File: src/hw/tugc_pkg.sv
// Package with the field layout, reset values and encodings of the global control register.
package tugc_pkg;

  // ---------------------------------------------------------------
  // Register map.
  // ---------------------------------------------------------------
  localparam logic [7:0] TUGC_OFS_CFG0 = 8'h00;
  localparam logic [31:0] TUGC_RESET_CFG0 = 32'h0000_0001;

  // ---------------------------------------------------------------
  // Field positions.
  // ---------------------------------------------------------------
  localparam int TUGC_B_WIDE_VM_IDENT = 31;
  localparam int TUGC_B_HYP_SEL = 30;
  localparam int TUGC_B_WALLOC = 26;
  localparam int TUGC_B_RALLOC = 24;
  localparam int TUGC_B_SHARE = 22;
  localparam int TUGC_B_MULTI = 21;
  localparam int TUGC_B_MTYPE_EN = 20;
  localparam int TUGC_B_MATTR = 16;
  localparam int TUGC_B_BSU = 14;
  localparam int TUGC_B_FBCAST = 13;
  localparam int TUGC_B_PTM = 12;
  localparam int TUGC_B_PNS = 11;
  localparam int TUGC_B_USF = 10;
  localparam int TUGC_B_GSE = 9;
  localparam int TUGC_B_STALL_DISABLE = 8;
  localparam int TUGC_B_IRQ_EN = 2;
  localparam int TUGC_B_ABORT_EN = 1;
  localparam int TUGC_B_BYPASS = 0;

  // ---------------------------------------------------------------
  // Encodings.
  // ---------------------------------------------------------------
  localparam logic [1:0] TUGC_ALLOC_RSVD = 2'h1;
  localparam logic [1:0] TUGC_ALLOC_YES = 2'h2;
  localparam logic [1:0] TUGC_ALLOC_NO = 2'h3;

  // Configuration presented to the transaction path.
  typedef struct packed {
    logic wide_vm_ident_en;
    logic hyp_context_select;
    logic [1:0] write_alloc_override;
    logic [1:0] read_alloc_override;
    logic [1:0] share_override;
    logic multi_match_fault_cfg;
    logic mem_type_override_en;
    logic [3:0] bypass_mem_attrs;
    logic [1:0] barrier_share_upgrade;
    logic force_maint_broadcast;
    logic private_tlb_maint;
    logic private_vm_namespace;
    logic unmatched_stream_fault_cfg;
    logic global_stall_en;
    logic stall_disable;
  } tugc_cfg_t;

  // Per-transaction decisions.
  typedef struct packed {
    logic bypass;
    logic fault;
    logic abort;
    logic excl_fail;
    logic irq;
  } tugc_resp_t;

endpackage

File: src/hw/tugc_global_control.sv
// Global control register zero and the transaction decisions it steers.
`timescale 1ns/1ps
`default_nettype none
module tugc_global_control
  import tugc_pkg::*;
#(
  parameter bit WIDE_VM_IDENT_SUP = 1'b1,
  parameter bit HYP_EXT_SUP = 1'b1,
  parameter bit ALLOC_SUP = 1'b1,
  parameter bit SHARE_SUP = 1'b1,
  parameter bit BCAST_SUP = 1'b1,
  parameter bit PRIV_MAINT_SUP = 1'b1,
  parameter bit GSTALL_SUP = 1'b1,
  parameter bit BSU_SUP = 1'b1
) (
  input wire logic clk_sys,
  input wire logic rst,
  input wire logic clk_en,
  input wire logic [7:0] reg_addr,
  input wire logic [31:0] reg_wdata,
  input wire logic reg_wr,
  input wire logic reg_rd,
  output logic [31:0] reg_rdata,
  input wire logic txn_valid,
  input wire logic txn_global_fault,
  input wire logic txn_no_match,
  input wire logic txn_multi_match,
  input wire logic txn_exclusive,
  output tugc_cfg_t cfg_out,
  output tugc_resp_t resp_out,
  output logic resp_valid
);

  // ---------------------------------------------------------------
  // Elaboration checks.
  // ---------------------------------------------------------------
  // A private maintenance opt-out only means something with broadcast support.
  if (PRIV_MAINT_SUP && !BCAST_SUP) begin : g_bad_cfg
    $error("Private maintenance support needs broadcast support.");
  end

  // ---------------------------------------------------------------
  // Register storage.
  // ---------------------------------------------------------------
  logic [31:0] cfg_q;
  logic [31:0] cfg_d;
  logic [31:0] view;
  logic hit;

  assign hit = (reg_addr == TUGC_OFS_CFG0);

  // Write filter: read-only and unsupported fields keep their fixed value.
  always_comb begin
    cfg_d = reg_wdata;
    cfg_d[29:28] = 2'h0;
    if (!WIDE_VM_IDENT_SUP) cfg_d[TUGC_B_WIDE_VM_IDENT] = 1'b0;
    if (!HYP_EXT_SUP) cfg_d[TUGC_B_HYP_SEL] = 1'b0;
    if (!ALLOC_SUP) begin
      cfg_d[TUGC_B_WALLOC +: 2] = 2'h0;
      cfg_d[TUGC_B_RALLOC +: 2] = 2'h0;
    end
    if (!SHARE_SUP) cfg_d[TUGC_B_SHARE +: 2] = 2'h0;
    if (!BSU_SUP) cfg_d[TUGC_B_BSU +: 2] = 2'h0;
    if (!BCAST_SUP) cfg_d[TUGC_B_PTM] = 1'b1;
    else if (!PRIV_MAINT_SUP) cfg_d[TUGC_B_PTM] = 1'b0;
    // Stall disable wins over a global stall enable in the same write.
    if (!GSTALL_SUP || reg_wdata[TUGC_B_STALL_DISABLE]) cfg_d[TUGC_B_GSE] = 1'b0;
    cfg_d[7:3] = 5'h00;
  end

  // Register update; the undefined-reset fields are given zero for determinism.
  always_ff @(posedge clk_sys) begin
    if (rst) begin
      cfg_q <= TUGC_RESET_CFG0;
      if (!BCAST_SUP) cfg_q[TUGC_B_PTM] <= 1'b1;
    end else if (clk_en && reg_wr && hit) begin
      cfg_q <= cfg_d;
    end
  end

  // Read view also masks global stall while stall disable is set.
  always_comb begin
    view = cfg_q;
    if (cfg_q[TUGC_B_STALL_DISABLE]) view[TUGC_B_GSE] = 1'b0;
  end

  // Read data stands one cycle after the strobe; unmapped reads give zero.
  always_ff @(posedge clk_sys) begin
    if (rst) begin
      reg_rdata <= 32'h0000_0000;
    end else if (clk_en) begin
      reg_rdata <= (reg_rd && hit) ? view : 32'h0000_0000;
    end
  end

  // ---------------------------------------------------------------
  // Configuration outputs.
  // ---------------------------------------------------------------
  // Registered copy so every output comes from a flip-flop. The hypervisor
  // context meaning changes here at once; flushing stale translations is
  // left to software.
  always_ff @(posedge clk_sys) begin
    if (rst) begin
      cfg_out <= '0;
    end else if (clk_en) begin
      cfg_out.wide_vm_ident_en <= view[TUGC_B_WIDE_VM_IDENT];
      cfg_out.hyp_context_select <= view[TUGC_B_HYP_SEL];
      cfg_out.write_alloc_override <= view[TUGC_B_WALLOC +: 2];
      cfg_out.read_alloc_override <= view[TUGC_B_RALLOC +: 2];
      cfg_out.share_override <= view[TUGC_B_SHARE +: 2];
      cfg_out.multi_match_fault_cfg <= view[TUGC_B_MULTI];
      cfg_out.mem_type_override_en <= view[TUGC_B_MTYPE_EN];
      // Attributes only reach the bypass path when the override is on.
      cfg_out.bypass_mem_attrs <= view[TUGC_B_MTYPE_EN] ?
                                  view[TUGC_B_MATTR +: 4] : 4'h0;
      cfg_out.barrier_share_upgrade <= view[TUGC_B_BSU +: 2];
      cfg_out.force_maint_broadcast <= view[TUGC_B_FBCAST];
      cfg_out.private_tlb_maint <= view[TUGC_B_PTM];
      cfg_out.private_vm_namespace <= view[TUGC_B_PNS];
      cfg_out.unmatched_stream_fault_cfg <= view[TUGC_B_USF];
      cfg_out.global_stall_en <= view[TUGC_B_GSE];
      cfg_out.stall_disable <= view[TUGC_B_STALL_DISABLE];
    end
  end

  // ---------------------------------------------------------------
  // Transaction decisions.
  // ---------------------------------------------------------------
  logic flt;
  logic pass;

  // A fault is a global fault, a flagged multi-match or a flagged unmatched stream.
  always_comb begin
    flt = txn_global_fault
        | (txn_multi_match & view[TUGC_B_MULTI])
        | (txn_no_match & view[TUGC_B_USF]);
    pass = view[TUGC_B_BYPASS]
         | (txn_multi_match & ~view[TUGC_B_MULTI])
         | (txn_no_match & ~txn_multi_match & ~view[TUGC_B_USF]);
  end

  // One decision per request, one cycle later.
  always_ff @(posedge clk_sys) begin
    if (rst) begin
      resp_out <= '0;
      resp_valid <= 1'b0;
    end else if (clk_en) begin
      resp_valid <= txn_valid;
      resp_out.bypass <= txn_valid & pass & ~(flt & ~view[TUGC_B_BYPASS]);
      resp_out.fault <= txn_valid & flt & ~view[TUGC_B_BYPASS];
      resp_out.irq <= txn_valid & flt & ~view[TUGC_B_BYPASS] & view[TUGC_B_IRQ_EN];
      resp_out.abort <= txn_valid & flt & ~view[TUGC_B_BYPASS] & view[TUGC_B_ABORT_EN];
      resp_out.excl_fail <= txn_valid & flt & ~view[TUGC_B_BYPASS] &
                            ~view[TUGC_B_ABORT_EN] & txn_exclusive;
    end
  end

endmodule // tugc_global_control
`default_nettype wire

File: config.mk
export PLATFORM = sky130hd
export DESIGN_NAME = tugc_global_control
export DESIGN_NICKNAME = d
export VERILOG_FILES = /design/src/hw/tugc_pkg.sv /design/src/hw/tugc_global_control.sv
export SDC_FILE = /design/constraint.sdc
export NUM_CORES = 1
export LEC_CHECK = 0
export BUFFER_PORTS_ARGS = -buffer_cell sky130_fd_sc_hd__buf_4
export CAP_MARGIN = 10
export CORE_UTILIZATION = 34
export CTS_CLUSTER_DIAMETER = 50
export DETAILED_ROUTE_END_ITERATION = 10
export GPL_TIMING_DRIVEN = 0
export SLEW_MARGIN = 15
export SYNTH_ARGS = -nofsm -noshare
export SYNTH_HDL_FRONTEND = slang
export SYNTH_SLANG_ARGS = --single-unit
File: constraint.sdc
create_clock -name clk_sys -period 1.8 [get_ports clk_sys]
set_clock_uncertainty 0.2 [all_clocks]
set_input_delay 0.18 -clock clk_sys [delete_from_list [all_inputs] [get_ports clk_sys]]
set_output_delay 0.18 -clock clk_sys [all_outputs]
set_load 0.02 [all_outputs]
# [Word level (Yosys, flattened, before mapping)]
# Cells that the tools add are included.
[classes] n_reduce_logical=4 muxes=4 bitwise=24
[ops] op="$mux 32" count=1
[ops] op="$and 1x1->1" count=14
[ops] op="$logic_not 8->1" count=1
[ops] op="$not 1->1" count=6
[ops] op="$mux 4" count=1
[ops] op="$or 1x1->1" count=4
[ops] op="$logic_and 1x1->1" count=3
[ops] op="$mux 1" count=2
[totals] ff_bits=85 wordCells=55 output_inout_bits=60 in_bits=50

# [Logic depth before layout (Yosys ltp)]
[depth] ltp_word=7 ltp_mapped=5 mapped_depth_nobuf=3

# [Worst setup path after synthesis]
# No wires, ideal clock.
[synth_timing] path_type="input-to-reg" from="input port reg_addr[5]" to="register cfg_q[10]" n_path_buf=2 setup_time_ns=0.132 path_stages=5 required_ns=1.468 arrival_time_ns=1.288 setup_slack_ns=0.180 cell_sequence="or4_1 > buf_2 > buf_6 > o31ai_2 > a21oi_1"
[synth_between] elab_chain_cells=2
[synth_lines] element="start, declared" line_no="tugc_global_control.sv:19" rtl="input wire logic [7:0] reg_addr,"
[synth_lines] element="$logic_not 8->1" line_no="tugc_global_control.sv:50" rtl="assign hit = (reg_addr == TUGC_OFS_CFG0);"
[synth_lines] element="$logic_and 1x1->1" line_no="tugc_global_control.sv:76" rtl="end else if (clk_en && reg_wr && hit) begin"
[synth_lines] element="end signal, assigned" line_no="tugc_global_control.sv:77" rtl="cfg_q <= cfg_d;"
[synth_lines] element="end, declared" line_no="tugc_global_control.sv:45" rtl="logic [31:0] cfg_q;"
# No other way between the ends.
# A chain may end at the register's enable or synchronous reset.

# [Worst setup path in the final report]
[layout_timing] from="input port rst" to="register reg_rdata[18]"
[layout_lines] element="start, declared" line_no="tugc_global_control.sv:17" rtl="input wire logic rst,"
[layout_lines] element="end signal, assigned" line_no="tugc_global_control.sv:92" rtl="reg_rdata <= (reg_rd && hit) ? view : 32'h0000_0000;"
[layout_lines] element="end, declared" line_no="tugc_global_control.sv:23" rtl="output logic [31:0] reg_rdata,"
# No word-level cell between the ends.

==> summary.md <==
| Metric | Value |
|---|---|
| Outcome | `complete, no violations` |
| Wirelength per Cell | `about 16 µm` |
| Maxcap violations | `0` |
| Synth top cells by count | `dfxtp_1 (78), a21oi_1 (63), nand4_1 (39), nand2_1 (27), nor2_1 (27)` |
| Crit-path most repeated cell | `clkbuf_1` |
| Crit path time final | `1660 ps` |
| Post-synth top area cell | `dfxtp_1` |
| Total power | `3.57 mW` |
| Min-delay worst type | `input port to register` |
| Core area | `0.00928 mm²` |
| Seq/Total Area, Yosys | `47.6%` |
| Max FO, Critical Path | `10` |
| Max H-tree Level | `3` |
| Die X-Extent | `~100 µm` |
| Post-Syn Area per Cell | `8.90 µm²` |
| Post-synthesis async set-or-reset flop share | `0%` |
| GRT Util Overall | `19.7%` |
| Number of synthesized flops with an enable pin | `0` |
| Worst hold margin | `17.7 ps` |
| DRC | `0` |
| Flop-to-flop setup slack | `270 ps` |
| IO buf count | `95` |
| Crit-path cells | `dlygate4sd3_1, buf_4, clkbuf_1, clkbuf_1, a21oi_1` |
| Global-route wire length before repair | `15.2 mm` |
| Power per cell area | `around 760 mW/mm²` |
| CP Launch Type | `input port` |
| CTS Buf Count | `9` |
| Final setup violation count | `0` |
| Max Clock Freq | `0.603 GHz` |
| Leak | `1.86 nW` |
| Row cnt | `35` |
| CP Class | `input port to register` |
| Worst-skew pair later-pin latency | `350 ps` |
| Max incr delay on CP | `520 ps` |
| WL final | `10.0 mm` |
| Count of final hold-check violations | `0` |
| Vias | `3,209` |
| Cell area after synthesis | `about 0.0033 mm²` |
| Root Driver | `clkbuf_8` |
| DRT Pass-1 Iters | `4` |
| DIE AREA | `roughly 0.010 mm²` |
| Worst vdd ir | `0.339 mV` |
| #FFs+latches synth | `78` |
| RSZ-0062 raised after global routing | `false` |
| Antenna viol nets, final | `0` |
| Levels on crit path | `5` |
| Initial Utilization | `between 30% and 40%` |
| Total negative slack | `0 ps` |
| Slew headroom | `51.9%` |
| Iteration-0 DRC Markers | `123` |
| Pins Over Slew Limit | `0` |
| Distinct cells, synth | `35` |
| Yosys top cell area share | `47.6%` |
| Placed cells | `599` |
| Yosys warning count | `0` |
| Layout cell share with drive strength beyond 1 | `31.2%` |
| Worst Path Required | `1830 ps` |
| FF-to-FF path depth | `3` |
| Final Non-Filler Cells | `between 600 and 700` |
| Ant. Diodes | `0` |
| Most used DFF post-synth | `dfxtp_1` |
| Synthesis-to-finish area growth | `44.1%` |
| Vias in the first global route | `2,939` |
| Clk buf depth | `2` |
| Top Family by Delay on Critical Path | `buffers and inverters` |
| Most frequent cell after synthesis | `dfxtp_1` |
| Final GP Congestion | `roughly 0.78` |
| CTS tree | `yes` |
| Top Ports | `110` |
| Post-DP Area | `0.00418 mm²` |
| Grt ovf | `0` |
| Post-CTS setup buffer count | `0` |
| Slowest-stage cell, CP | `dlygate4sd3_1` |
| Top cells by area, synth | `dfxtp_1 (48%), a21oi_1 (9.6%), o31ai_2 (7.6%), nand4_1 (7.4%), nand2_1 (3.1%)` |
| Arr. time, crit path | `1690 ps` |
| Clock Sinks | `78` |
| Vias/cell | `4.98` |
| Period utilization | `92.1%` |
| CTS clk-pin slew, worst paths | `80 ps` |
| Largest net degree at the start of global routing | `15` |
| Initial antenna violation count | `0` |
| Worst path bufs/invs | `4` |
| NumNets Final | `561` |
| Die Y | `~100 µm` |
| Fin area | `0.00473 mm²` |
| Worst hold stages | `4` |
| Final HPWL DP | `7.16 mm` |
| Cells after Synth | `about 370` |
| Critical path capture point type | `register` |
| Measured slew at the worst slew-check pin | `722 ps` |
stage by stage:
stage               setup WS [ps]  util, %
floorplan                     180        -
global placement             -200     45.0
detailed placement           -225     45.0
CTS                          75.5     50.8
global route                 32.3     51.0
finish                        141     51.0
cell usage in the layout, fill, tap and decap left out, types with 2 or more instances in the layout:
cell,instances
and3_1,9
clkinv_4,2
buf_6,4
and2_1,16
a221oi_1,2
o31ai_1,3
nand4_1,39
bufinv_16,2
nand3_1,9
buf_4,102
a22oi_1,4
nor4_2,2
o31ai_2,20
buf_2,8
conb_1,7
clkbuf_8,10
dlygate4sd3_1,30
mux2i_1,5
dfxtp_1,78
clkbuf_2,5
a22o_1,2
nor2_1,27
inv_1,2
clkbuf_1,21
or4_1,2
nand2_1,27
a21oi_1,63
metal layers:
| layer | global-route usage (%) | routed length [µm] | up-vias |
|---|---|---|---|
| met5 | 0 | 0 | - |
| met4 | 6.24 | 104 | 0 |
| met3 | 3.90 | 504 | 12 |
| met2 | 32.4 | 4800 | 102 |
| met1 | 25.9 | 4610 | 1485 |
| li1 | - | - | 1610 |
where the power goes:
group	internal, mW	total [mW]	switching [mW]
Sequential	1.73	1.73	0.00192
Combinational	0.146	0.326	0.180
Clock	0.828	1.52	0.692
registers in the layout, summed over array words and instances (netlist names):
signal and count:
resp_valid 1, cfg_out 22, reg_rdata 25, resp_out 5, cfg_q 25
repair_timing:
item,in CTS,in global routing
gates resized for setup,0,12
hold endpoints to repair,28,0
setup endpoints to repair,0,51
hold buffers,30,0
worst min-delay path, stage by stage:
cell and delay, ps:
buf_4 90, a221oi_1 80, nor2_1 80, o32ai_1 90
cell type report:
class                      instances  area (µm²)
sequential                        78        1560
timing repair buffer             125        1010
clock buffer                      10         138
fill                             897        4550
tap                              129         161
buffer                            46         245
clock inverter                     6        93.8
inverter                           3        11.3
multi-input combinational        248        1510
logic make-up (layout without fill, tap and decap cells):
group                  after synthesis  count (layout)  synth area share (%)
other                                1               7                 0.114
AND/OR/NAND/NOR                    138             138                  22.2
AO/OA/AOI/OAI                       98              98                  21.0
multiplexers                         5               5                  1.52
flip-flops                          78              78                  47.6
buffers and inverters               49             190                  7.62
final timing paths:
kind                 startpoint       endpoint
setup / recovery            rst  reg_rdata[18]
hold reg to reg   reg_rdata[17]  reg_rdata[17]
setup reg to reg      cfg_q[10]    resp_out[1]
hold / removal     txn_no_match    resp_out[4]
No activity file was read; power rests on OpenSTA's default activity.
